**config.mk**
```make
export PLATFORM = sky130hd
export DESIGN_NAME = rcs_clock_select
export DESIGN_NICKNAME = d
export VERILOG_FILES = /design/src/rtl/rcs_clock_select.v
export VERILOG_INCLUDE_DIRS = /design/src /design/src/pkg
export SDC_FILE = /design/constraint.sdc
export NUM_CORES = 1
export LEC_CHECK = 0
export ABC_AREA = 1
export CAP_MARGIN = 5
export CORE_ASPECT_RATIO = 2
export CORE_MARGIN = 5
export CORE_UTILIZATION = 64
export DETAILED_ROUTE_END_ITERATION = 8
export DONT_BUFFER_PORTS = 1
export PLACE_DENSITY = 0.8
export RECOVER_POWER = 100
export REMOVE_ABC_BUFFERS = 1
export SYNTH_ARGS = -nofsm -noshare
export SYNTH_HDL_FRONTEND = slang
export SYNTH_SLANG_ARGS = --single-unit
```
**constraint.sdc**
```tcl
create_clock -name aclk -period 2.4 [get_ports aclk]
set_input_delay 0.24 -clock aclk [delete_from_list [all_inputs] [get_ports aclk]]
set_output_delay 0.24 -clock aclk [all_outputs]
set_load 0.01 [all_outputs]
```
**src/pkg/rcs_regs.vh**
```
/*
 Register offsets, field codes, reset values and timing constants for the
 receive output clock selector. Assumes a 32-bit AXI4-Lite register bus.
*/
`ifndef RCS_REGS_VH
`define RCS_REGS_VH

`define RCS_ADDR_W 6
`define RCS_OFS_CLKSEL 6'h00
`define RCS_OFS_STN 6'h04
`define RCS_OFS_INSERT 6'h08
`define RCS_OFS_CHSEL 6'h0C
`define RCS_OFS_BUFSZ 6'h10
`define RCS_OFS_STATUS 6'h14
`define RCS_OFS_MONLIM 6'h18

`define RCS_RESP_OKAY 2'h0
`define RCS_RESP_SLVERR 2'h2

`define RCS_SRC_SAT 3'h1
`define RCS_SRC_TX 3'h2
`define RCS_SRC_INT 3'h3
`define RCS_SRC_STN 3'h4
`define RCS_SRC_DCE 3'h5

`define RCS_LB_SAT 3'h1
`define RCS_LB_INT 3'h2
`define RCS_LB_STN 3'h3

`define RCS_CONN_NONE 2'h1
`define RCS_CONN_BNC 2'h2
`define RCS_CONN_RS422 2'h3

`define RCS_MODE_NORMAL 2'h0
`define RCS_MODE_GEN 2'h1
`define RCS_MODE_LOOP 2'h2

`define RCS_OUT_SAT 3'h0
`define RCS_OUT_TX 3'h1
`define RCS_OUT_INT 3'h2
`define RCS_OUT_STN 3'h3
`define RCS_OUT_DCE 3'h4
`define RCS_OUT_PLL 3'h5

`define RCS_F10M_KHZ 14'h2710
`define RCS_NMIN 6'h02
`define RCS_NMAX 6'h20
`define RCS_MONLIM_RST 16'h0040
`define RCS_BUFSZ_RST 7'h10

`endif

```
**src/rtl/rcs_clock_select.v**
```verilog
/*
 Receive output clock source selection and failover, with station clock
 setup, synthesiser reference substitution and partial insert channel select.
 Assumes clock sources arrive as slow pins sampled on aclk and registers
 are reached over AXI4-Lite.
*/
`timescale 1ns/1ps
`default_nettype none
`include "rcs_regs.vh"

// What this block does
// - Satellite channels numbered by carrier order only
// - Station frequency in kHz, zero means absent
// - Station connection 1 none, 2 BNC, 3 RS422
// - Equal-rate transmit and DCE backups come from station clock when present
// - 10 MHz station may reference IF synthesisers
// - Failed external reference replaced by internal one
// - Plain output source codes one to five
// - Generated bearer source codes one to five, DCE only via backup
// - Looped bearer backup codes satellite, internal, station
// - Backup bearer clock only on looped failure
// - Satellite clock forces buffer size zero in normal insert mode
// - Satellite PLL falls to internal without lock
// - Equal-rate transmit clock direct, ordered backups
// - Asymmetric transmit clock via PLL, internal backup
// - Internal mode uses the internal reference
// - Equal station clock direct, satellite then internal
// - Unequal station clock via PLL, internal backup
// - Station with station-referenced transmit uses PLL
// - DCE clock direct, then live station, satellite only if no station, internal
// - Buffer size writable unless satellite in normal insert mode
// - Looped bearer loss or alarm switches to generation
module rcs_clock_select #(
	parameter NSRC = 5,
	parameter NCH = 32
) (
	input wire aclk,
	input wire aresetn,
	input wire [5:0] s_axi_awaddr,
	input wire s_axi_awvalid,
	output wire s_axi_awready,
	input wire [31:0] s_axi_wdata,
	input wire [3:0] s_axi_wstrb,
	input wire s_axi_wvalid,
	output wire s_axi_wready,
	output wire [1:0] s_axi_bresp,
	output wire s_axi_bvalid,
	input wire s_axi_bready,
	input wire [5:0] s_axi_araddr,
	input wire s_axi_arvalid,
	output wire s_axi_arready,
	output wire [31:0] s_axi_rdata,
	output wire [1:0] s_axi_rresp,
	output wire s_axi_rvalid,
	input wire s_axi_rready,
	input wire sat_clk,
	input wire tx_clk,
	input wire int_ref_clk,
	input wire stn_clk,
	input wire dce_clock_source,
	input wire pll_clk,
	input wire demod_lock,
	input wire rates_equal,
	input wire stn_equals_rx,
	input wire tx_ref_stn,
	input wire dte_card,
	input wire bearer_clk_loss,
	input wire alarm_indication_signal,
	input wire [NCH-1:0] sat_channel_in,
	output wire rx_clk_out,
	output wire [2:0] pll_ref_sel,
	output wire synth_ref_ext,
	output wire bearer_generate,
	output wire [NCH-1:0] insert_channel_en,
	output wire [6:0] buffer_size
);

	// Clock pin index per source
	localparam S_SAT = 0;
	localparam S_TX = 1;
	localparam S_STN = 2;
	localparam S_DCE = 3;
	localparam S_PLL = 4;

	// Switch state machine, one-hot
	localparam ST_RUN = 3'b001;
	localparam ST_LOW = 3'b010;
	localparam ST_SWAP = 3'b100;

	// Bus registers
	reg aw_full_ff, w_full_ff, bvalid_ff, rvalid_ff;
	reg [5:0] awaddr_ff;
	reg [31:0] wdata_ff, rdata_ff;
	reg [1:0] bresp_ff, rresp_ff;
	// Configuration registers
	reg [2:0] src_code_ff;
	reg [1:0] ins_mode_ff;
	reg [1:0] stn_conn_ff;
	reg [13:0] stn_khz_ff;
	reg synth_opt_ff;
	reg partial_ff;
	reg [5:0] total_n_ff;
	reg [NCH-1:0] chsel_ff;
	reg [6:0] bufsz_ff;
	reg [15:0] mon_lim_ff;
	// Monitor and output registers
	reg [NSRC-1:0] s1_ff, s2_ff, s3_ff;
	reg [15:0] idle_cnt_ff [0:NSRC-1];
	reg [NSRC-1:0] alive_ff;
	reg [2:0] sel_ff, want_ff;
	reg [2:0] st_ff;
	reg clk_out_ff;
	reg [2:0] pll_ref_ff;
	reg synth_ext_ff;
	reg gen_ff;
	reg [NCH-1:0] ins_en_ff;
	reg [6:0] buf_out_ff;

	wire [NSRC-1:0] pins = {pll_clk, dce_clock_source, stn_clk, tx_clk, sat_clk};
	wire stn_present = (stn_conn_ff != `RCS_CONN_NONE) && (stn_khz_ff != 14'h0000);
	wire sat_ok = alive_ff[S_SAT] & demod_lock;
	wire wr_go = aw_full_ff & w_full_ff & ~bvalid_ff;
	wire rd_go = s_axi_arvalid & ~rvalid_ff;

	// Presence monitors: three-stage sampling, edge resets an idle counter
	genvar gi;
	generate
		for (gi = 0; gi < NSRC; gi = gi + 1) begin : g_mon
			always @(posedge aclk) begin
				if (!aresetn) begin
					s1_ff[gi] <= 1'b0;
					s2_ff[gi] <= 1'b0;
					s3_ff[gi] <= 1'b0;
					idle_cnt_ff[gi] <= 16'h0000;
					alive_ff[gi] <= 1'b0;
				end else begin
					s1_ff[gi] <= pins[gi];
					s2_ff[gi] <= s1_ff[gi];
					s3_ff[gi] <= s2_ff[gi];
					if (s2_ff[gi] != s3_ff[gi]) begin
						idle_cnt_ff[gi] <= 16'h0000;
						alive_ff[gi] <= 1'b1;
					end else if (idle_cnt_ff[gi] >= mon_lim_ff) begin
						alive_ff[gi] <= 1'b0;
					end else begin
						idle_cnt_ff[gi] <= idle_cnt_ff[gi] + 16'h0001;
					end
				end
			end
		end
	endgenerate

	// Backup PLL reference: station if present and alive, else locked satellite only if no station, else internal
	reg [2:0] nxt_backup;
	always @* begin
		if (stn_present && alive_ff[S_STN])
			nxt_backup = `RCS_OUT_STN;
		else if (!stn_present && sat_ok)
			nxt_backup = `RCS_OUT_SAT;
		else
			nxt_backup = `RCS_OUT_INT;
	end

	// Source choice: want is the output tap, ref is what the PLL locks to
	reg [2:0] nxt_want, nxt_ref;
	reg nxt_gen;
	always @* begin
		nxt_want = `RCS_OUT_PLL;
		nxt_ref = `RCS_OUT_INT;
		nxt_gen = 1'b0;
		if (ins_mode_ff == `RCS_MODE_LOOP) begin
			nxt_gen = bearer_clk_loss | alarm_indication_signal;
			case (src_code_ff)
				`RCS_LB_SAT: nxt_ref = sat_ok ? `RCS_OUT_SAT : `RCS_OUT_INT;
				`RCS_LB_STN: nxt_ref = alive_ff[S_STN] ? `RCS_OUT_STN : `RCS_OUT_INT;
				default: nxt_ref = `RCS_OUT_INT;
			endcase
		end else begin
			case (src_code_ff)
				`RCS_SRC_SAT: nxt_ref = sat_ok ? `RCS_OUT_SAT : `RCS_OUT_INT;
				`RCS_SRC_TX: begin
					if (rates_equal && alive_ff[S_TX])
						nxt_want = `RCS_OUT_TX;
					else if (rates_equal)
						nxt_ref = nxt_backup;
					else
						nxt_ref = alive_ff[S_TX] ? `RCS_OUT_TX : `RCS_OUT_INT;
				end
				`RCS_SRC_STN: begin
					if (stn_equals_rx && !tx_ref_stn && alive_ff[S_STN])
						nxt_want = `RCS_OUT_STN;
					else if (stn_equals_rx && !tx_ref_stn)
						nxt_ref = sat_ok ? `RCS_OUT_SAT : `RCS_OUT_INT;
					else
						nxt_ref = alive_ff[S_STN] ? `RCS_OUT_STN : `RCS_OUT_INT;
				end
				`RCS_SRC_DCE: begin
					if (dte_card && ins_mode_ff == `RCS_MODE_NORMAL && alive_ff[S_DCE])
						nxt_want = `RCS_OUT_DCE;
					else
						nxt_ref = nxt_backup;
				end
				default: nxt_ref = `RCS_OUT_INT;
			endcase
		end
	end

	// Selected tap's sampled level
	reg tap_sel, tap_want;
	always @* begin
		case (sel_ff)
			`RCS_OUT_TX: tap_sel = s3_ff[S_TX];
			`RCS_OUT_STN: tap_sel = s3_ff[S_STN];
			`RCS_OUT_DCE: tap_sel = s3_ff[S_DCE];
			default: tap_sel = s3_ff[S_PLL];
		endcase
		case (want_ff)
			`RCS_OUT_TX: tap_want = s3_ff[S_TX];
			`RCS_OUT_STN: tap_want = s3_ff[S_STN];
			`RCS_OUT_DCE: tap_want = s3_ff[S_DCE];
			default: tap_want = s3_ff[S_PLL];
		endcase
	end

	// Glitch-free switch: wait until old tap is low, then hold low until new tap is low
	always @(posedge aclk) begin
		if (!aresetn) begin
			st_ff <= ST_RUN;
			sel_ff <= `RCS_OUT_PLL;
			want_ff <= `RCS_OUT_PLL;
			clk_out_ff <= 1'b0;
		end else begin
			want_ff <= nxt_want;
			case (st_ff)
				ST_RUN: begin
					clk_out_ff <= tap_sel;
					if (want_ff != sel_ff && !tap_sel)
						st_ff <= ST_LOW;
				end
				ST_LOW: begin
					clk_out_ff <= 1'b0;
					if (!tap_want) begin
						sel_ff <= want_ff;
						st_ff <= ST_SWAP;
					end
				end
				ST_SWAP: begin
					clk_out_ff <= 1'b0;
					st_ff <= ST_RUN;
				end
				default: st_ff <= ST_RUN;
			endcase
		end
	end

	// Derived outputs
	integer k;
	always @(posedge aclk) begin
		if (!aresetn) begin
			pll_ref_ff <= `RCS_OUT_INT;
			synth_ext_ff <= 1'b0;
			gen_ff <= 1'b0;
			ins_en_ff <= {NCH{1'b0}};
			buf_out_ff <= 7'h00;
		end else begin
			pll_ref_ff <= nxt_ref;
			// Degraded but toggling reference stays in use
			synth_ext_ff <= synth_opt_ff && stn_present && stn_khz_ff == `RCS_F10M_KHZ
				&& alive_ff[S_STN];
			gen_ff <= (ins_mode_ff == `RCS_MODE_GEN) | nxt_gen;
			for (k = 0; k < NCH; k = k + 1)
				ins_en_ff[k] <= sat_channel_in[k] & (partial_ff ? (chsel_ff[k] & (k < total_n_ff)) : 1'b1);
			buf_out_ff <= (src_code_ff == `RCS_SRC_SAT && ins_mode_ff == `RCS_MODE_NORMAL) ? 7'h00 : bufsz_ff;
		end
	end

	// Write channel: address and data latched in either order
	wire wsat = (src_code_ff == `RCS_SRC_SAT) && (ins_mode_ff == `RCS_MODE_NORMAL);
	wire [5:0] wn = wdata_ff[13:8];
	always @(posedge aclk) begin
		if (!aresetn) begin
			aw_full_ff <= 1'b0;
			w_full_ff <= 1'b0;
			bvalid_ff <= 1'b0;
			bresp_ff <= `RCS_RESP_OKAY;
			awaddr_ff <= 6'h00;
			wdata_ff <= 32'h00000000;
			src_code_ff <= `RCS_SRC_INT;
			ins_mode_ff <= `RCS_MODE_NORMAL;
			stn_conn_ff <= `RCS_CONN_NONE;
			stn_khz_ff <= 14'h0000;
			synth_opt_ff <= 1'b0;
			partial_ff <= 1'b0;
			total_n_ff <= `RCS_NMIN;
			chsel_ff <= {NCH{1'b0}};
			bufsz_ff <= `RCS_BUFSZ_RST;
			mon_lim_ff <= `RCS_MONLIM_RST;
		end else begin
			if (s_axi_awvalid && !aw_full_ff) begin
				aw_full_ff <= 1'b1;
				awaddr_ff <= s_axi_awaddr;
			end
			if (s_axi_wvalid && !w_full_ff) begin
				w_full_ff <= 1'b1;
				wdata_ff <= s_axi_wdata;
			end
			if (bvalid_ff && s_axi_bready)
				bvalid_ff <= 1'b0;
			if (wr_go) begin
				aw_full_ff <= 1'b0;
				w_full_ff <= 1'b0;
				bvalid_ff <= 1'b1;
				bresp_ff <= `RCS_RESP_OKAY;
				case (awaddr_ff)
					`RCS_OFS_CLKSEL: begin
						if (wdata_ff[2:0] >= `RCS_SRC_SAT && wdata_ff[2:0] <= `RCS_SRC_DCE) begin
							src_code_ff <= wdata_ff[2:0];
						end else
							bresp_ff <= `RCS_RESP_SLVERR;
					end
					`RCS_OFS_STN: begin
						if (wdata_ff[1:0] == 2'h0)
							bresp_ff <= `RCS_RESP_SLVERR;
						else begin
							stn_conn_ff <= wdata_ff[1:0];
							stn_khz_ff <= (wdata_ff[1:0] == `RCS_CONN_NONE) ? 14'h0000 : wdata_ff[29:16];
							synth_opt_ff <= wdata_ff[2];
						end
					end
					`RCS_OFS_INSERT: begin
						if (wdata_ff[0] && (wn < `RCS_NMIN || wn > `RCS_NMAX))
							bresp_ff <= `RCS_RESP_SLVERR;
						else begin
							partial_ff <= wdata_ff[0];
							total_n_ff <= wn;
							ins_mode_ff <= (wdata_ff[5:4] == 2'h3) ? `RCS_MODE_NORMAL : wdata_ff[5:4];
						end
					end
					`RCS_OFS_CHSEL: chsel_ff <= wdata_ff[NCH-1:0];
					`RCS_OFS_BUFSZ: begin
						if (wsat)
							bresp_ff <= `RCS_RESP_SLVERR;
						else
							bufsz_ff <= wdata_ff[6:0];
					end
					`RCS_OFS_MONLIM: mon_lim_ff <= wdata_ff[15:0];
					default: bresp_ff <= `RCS_RESP_SLVERR;
				endcase
			end
		end
	end

	// Read channel
	always @(posedge aclk) begin
		if (!aresetn) begin
			rvalid_ff <= 1'b0;
			rdata_ff <= 32'h00000000;
			rresp_ff <= `RCS_RESP_OKAY;
		end else begin
			if (rvalid_ff && s_axi_rready)
				rvalid_ff <= 1'b0;
			if (rd_go) begin
				rvalid_ff <= 1'b1;
				rresp_ff <= `RCS_RESP_OKAY;
				case (s_axi_araddr)
					`RCS_OFS_CLKSEL: rdata_ff <= {29'h0, src_code_ff};
					`RCS_OFS_STN: rdata_ff <= {2'h0, stn_khz_ff, 13'h0, synth_opt_ff, stn_conn_ff};
					`RCS_OFS_INSERT: rdata_ff <= {18'h0, total_n_ff, 2'h0, ins_mode_ff, 3'h0, partial_ff};
					`RCS_OFS_CHSEL: rdata_ff <= chsel_ff;
					`RCS_OFS_BUFSZ: rdata_ff <= {25'h0, buf_out_ff};
					`RCS_OFS_STATUS: rdata_ff <= {16'h0, 1'b0, sel_ff, pll_ref_ff, gen_ff,
						synth_ext_ff, stn_present, demod_lock & alive_ff[S_SAT], alive_ff};
					`RCS_OFS_MONLIM: rdata_ff <= {16'h0, mon_lim_ff};
					default: begin
						rdata_ff <= 32'h00000000;
						rresp_ff <= `RCS_RESP_SLVERR;
					end
				endcase
			end
		end
	end

	assign s_axi_awready = ~aw_full_ff;
	assign s_axi_wready = ~w_full_ff;
	assign s_axi_bvalid = bvalid_ff;
	assign s_axi_bresp = bresp_ff;
	assign s_axi_arready = ~rvalid_ff;
	assign s_axi_rvalid = rvalid_ff;
	assign s_axi_rdata = rdata_ff;
	assign s_axi_rresp = rresp_ff;
	assign rx_clk_out = clk_out_ff;
	assign pll_ref_sel = pll_ref_ff;
	assign synth_ref_ext = synth_ext_ff;
	assign bearer_generate = gen_ff;
	assign insert_channel_en = ins_en_ff;
	assign buffer_size = buf_out_ff;

endmodule // rcs_clock_select
`default_nettype wire

```
* Word-level counts from Yosys, hierarchy flattened
Memories as Yosys holds them, arrays and structs flattened. Cells that the tools add are included.
Cells by class: $add $sub $neg 5, $mul 0, div/mod/pow operators 0, $lt $le $gt $ge 41, equality and inequality tests 39, shift-type cells 0, muxes and demuxes 125, bitwise operators 89, reduce and logical (&&, ||, !) cells 52
Operators by type and width (count):
- $pmux 32 s7 | 1
- $mux 16 | 10
- $lt 5x6->1 const A | 16
- $mux 1 | 85
- $add 16x1->16 const B | 5
- $ge 16x16->1 | 5
- $and 1x1->1 | 68
- $lt 4x6->1 const A | 8
- $eq 6x5->1 const B | 5
- $eq 6x4->1 const B | 4
- $lt 3x6->1 const A | 4
- $mux 2 | 12
- $mux 3 | 8
- $logic_and 1x1->1 | 19
- $reduce_bool 2->1 | 8
- $eq 3x2->1 const B | 5
- $eq 3x3->1 const B | 5
- $eq 14x14->1 const B | 1
- $mux 14 | 1
- $reduce_bool 14->1 | 1
- $eq 3x1->1 const B | 4
- $eq 6x3->1 const B | 2
- $logic_not 6->1 | 2
- $lt 1x6->1 const A | 2
- other kinds (27) | 70
Word-level totals: register bits 236, latch bits 0, memory bits (writable) 80, bits in read-only memories 0, input bits 100, output and inout port bits 86, word-level logic and storage cells 400, memories 1
Memory list:
- idle_cnt_ff | depth 5, width 16, read ports 5, clocked after memory_dff 0, wr ports 5, line rcs_clock_select.v:108 | reg [15:0] idle_cnt_ff [0:NSRC-1];

* Longest topological paths before layout
word-level depth 10, gate-level depth with buffers 15, depth with buffers taken out 14

* Worst setup path before layout
No wires, ideal clock.
path type reg-to-reg, start memory idle_cnt_ff[2][11], end memory idle_cnt_ff[2][0], enable pin, library setup time 0.416 ns, arrival 1.649 ns, data required time 1.984 ns, setup slack 0.334 ns, stages on the path, launching flop included 9, buffers on the path 0, clock period less this slack 2.066 ns, cell sequence edfxtp_1 > ha_1 > nand2_1 > inv_1 > nand3_1 > nor3_1 > nand2_1 > nand3_1 > nand3_1
RTL lines (line):
- from (decl) | rcs_clock_select.v:108

==> metrics.md <==
| Metric | Value |
|---|---|
| Status | `finished, violations left` |
| Failing checks | `negative hold slack` |
| Hold Slack | `-1.47 ps` |
| Dpl ws | `190 ps` |
| FMAX | `446 MHz` |
| CTS max path bufs | `3` |
| Mean routed wirelength per cell | `20.6 microns` |
| Power Dens Cells | `963 nW/um^2` |
| M3 GR Usage | `6.52%` |
| Sequence of cells on the critical path | `inv_1 -> ha_1 -> nand2_1 -> inv_1 -> nand3_1 -> nor3_1 -> nand2_1 -> nand4_1 -> buf_4 -> nor2_1 -> and2_0` |
| Sink Count | `313` |
| Slew Viols, Final | `0` |
| Critical Path AT | `2560 ps` |
| Initial DRT Pass Iterations | `5` |
| Number of max-cap violations | `0` |
| Nets | `2288` |
| Final Setup Violations | `0` |
| Least-Margin Pin Slew | `954 ps` |
| Via density | `6.01` |
| First-pass GRT wire length | `78700 microns` |
| Grt met2 use | `64.4%` |
| Worst Path Buf+Inv | `3` |
| Kind of critical path | `reg -> reg` |
| Top cell type's share of synthesized area | `29.4%` |
| DP HPWL | `34600 microns` |
| Starting Density | `64.9%` |
| Final cell utilization of the core | `74.3%` |
| Full die area | `28200 sq um` |
| Synth-to-Final Area Change | `14.4%` |
| Worst min path class | `in -> reg` |
| Post_cts resized | `0` |
| Leak pwr | `7.42 nW` |
| Synth top area cells | `dfxtp_1, edfxtp_1, nand2_1` |
| Diode count | `0` |
| PortBufs | `0` |
| Synth Register Bits | `313` |
| FP Rows | `81` |
| TritonCTS clock tree | `built` |
| Slew HR | `36.3%` |
| Hold Violations, Final | `1` |
| RSZ-0062 raised after global routing | `no` |
| Root Buffer | `clkbuf_16` |
| Syn avg cell area | `7.88 sq um` |
| Clock transition at the registers of the reported paths | `70 ps` |
| Vias in the first global route | `15129` |
| H-Tree Depth | `1` |
| Pwr Total | `17.5 mW` |
| Antenna Nets Post-Route | `0` |
| CP Launch Type | `flip-flop` |
| Vias | `14765` |
| Final instance area | `18100 sq um` |
| Number of synthesized flops with an enable pin | `80` |
| I/O pin total | `186` |
| Final Worst Setup Slack | `160 ps` |
| GRT met1 Usage | `34.6%` |
| Clock skew | `13.1 ps` |
| Post-Syn Instances | `2011` |
| Ys flop type | `dfxtp_1` |
| Reg2Reg Setup Slack | `160 ps` |
| Placed instance area | `16300 sq um` |
| CP Data Required Time | `2720 ps` |
| Final non-filler cell total | `2456` |
| Yosys warning count | `0` |
| Crit path largest cell delay | `400 ps` |
| Top Usage Layer GRT | `met2` |
| Mapped Area | `15900 sq um` |
| Slowest CP cell | `ha_1` |
| Post-route setup TNS | `0 ps` |
| Yosys top cell by area | `dfxtp_1` |
| Drt first-iter violations | `1105` |
| Share of cells above drive strength 1 | `4.57%` |
| Final Wtd Congestion | `0.977` |
| Post-synth ARST share | `0%` |
| CP delay by family, top | `simple AND/OR/NAND/NOR gates` |
| Detailed Route WL | `50500 microns` |
| Final worst-path cycle share | `93.3%` |
| Global route overflow | `0` |
| Setup Fix Bufs, Post-CTS | `0` |
| Die Width | `121 microns` |
| Worst-skew pair later-pin latency | `570 ps` |
| Fin crit period | `2240 ps` |
| Worst setup EP type | `flip-flop` |
| Placed cell count | `2305` |
| Hold_buf cts | `101` |
| Overall Global Routing Usage | `35.5%` |
| CTS Buf Count | `27` |
| Core Area | `24400 sq um` |
| Die H | `233 microns` |
| Maximum vdd drop | `0.000686 V` |
| Sequential share of the synthesized area | `44.6%` |
| Max FO, Critical Path | `10` |
| Largest net degree at the start of global routing | `134` |
| Netlist cell types | `47` |
| Residual DRC | `0` |
| Initial antenna violation count | `0` |
worst paths after layout:
path	start	end	cells past startpoint
worst max-delay path	mon_lim_ff[11]$_SDFFE_PN0P_	idle_cnt_ff[1][14]$_SDFFCE_PN0P_	11
worst min-delay path	s_axi_wdata[8]	wdata_ff[8]$_SDFFE_PN0P_	2
worst max register to register	mon_lim_ff[11]$_SDFFE_PN0P_	idle_cnt_ff[1][14]$_SDFFCE_PN0P_	11
worst min register to register	s1_ff[2]$_SDFF_PN0_	s2_ff[2]$_SDFF_PN0_	2
cell usage in the layout (no fill, tap or decap), types with 9 or more instances in the layout:
cell type and instances:
dfxtp_1 233, nor3_1 81, a21oi_1 165, o32ai_1 13, nand4_1 33, o21ai_0 112
buf_4 13, xnor2_1 28, nor3b_1 19, o211ai_1 9, a211oi_2 11, inv_1 218
nor2_1 203, nand2_1 438, xor2_1 47, edfxtp_1 80, a211oi_1 17, dlygate4sd3_1 100
clkbuf_16 30, nand3_1 99, ha_1 85
synth_stat cells, types with 2 or more instances:
| master | number |
|---|---|
| a211oi_2 | 27 |
| a21o_1 | 5 |
| a21oi_1 | 165 |
| a22oi_1 | 3 |
| buf_1 | 8 |
| buf_2 | 8 |
| buf_4 | 5 |
| buf_6 | 5 |
| clkbuf_1 | 48 |
| clkinv_1 | 2 |
| dfxtp_1 | 233 |
| edfxtp_1 | 80 |
| ha_1 | 85 |
| inv_1 | 217 |
| inv_2 | 2 |
| nand2_1 | 437 |
| nand3_1 | 99 |
| nand3b_1 | 4 |
| nand4_1 | 33 |
| nor2_1 | 203 |
| nor3_1 | 79 |
| nor3_4 | 2 |
| nor3b_1 | 19 |
| nor4_1 | 8 |
| o211ai_1 | 9 |
| o21a_1 | 3 |
| o21ai_0 | 112 |
| o21bai_1 | 2 |
| o22ai_1 | 2 |
| o32ai_1 | 13 |
| or2_2 | 4 |
| xnor2_1 | 28 |
| xor2_1 | 47 |
metal layers:
| metal | up-vias | part of all wire [%] | wire length, microns |
|---|---|---|---|
| met3 | 274 | 6.7 | 3400 |
| met1 | 6883 | 32 | 16400 |
| met2 | 743 | 51 | 25900 |
| li1 | 6865 | - | - |
| met4 | 0 | 9.6 | 4850 |
| met5 | - | 0 | 0 |
worst register-to-register path, stage by stage, from the launching register on:
cell     delay [ps]
dfxtp_1         340
inv_1           210
ha_1            400
nand2_1          70
inv_1            70
nand3_1          80
nor3_1          200
nand2_1         100
nand4_1         120
buf_4           190
nor2_1           50
and2_0          150
registers in the layout, summed over array words and instances, names as in the netlist, 3 cells and up:
| register | cells |
|---|---|
| alive_ff | 5 |
| s_axi_rdata | 32 |
| mon_lim_ff | 16 |
| insert_channel_en | 32 |
| awaddr_ff | 6 |
| buffer_size | 7 |
| want_ff | 3 |
| sel_ff | 3 |
| stn_khz_ff | 14 |
| bufsz_ff | 7 |
| idle_cnt_ff | 80 |
| total_n_ff | 6 |
| s3_ff | 5 |
| s2_ff | 5 |
| s1_ff | 5 |
| st_ff | 3 |
| chsel_ff | 32 |
| wdata_ff | 32 |
| src_code_ff | 3 |
area by class of cell:
class	count	area, sq um
clock buffers	38	841
flip-flops and latches	313	7070
clock inverters	12	134
inverters	222	838
fillers	1767	6280
multi-input cells	1404	7520
well taps	332	415
repair buffers	135	1330
report_power, final:
part | internal [mW] | switching, mW | leakage [nW] | total (mW)
clock | 2.69 | 2.08 | 0.482 | 4.77
combinational | 2.01 | 3.12 | 4.15 | 5.12
sequential | 6.55 | 1.02 | 2.79 | 7.57
logic make-up after synthesis:
family	Yosys count	synth area share, %
flip-flops	313	44.6
other	1	0.0237
adder cells (fa/ha/maj)	85	6.71
XOR/XNOR	75	4.14
buffers and inverters	296	7.44
AND/OR/NAND/NOR	894	24.1
AO/OA/AOI/OAI	347	13.0
Power figures use the tool's default switching activity.
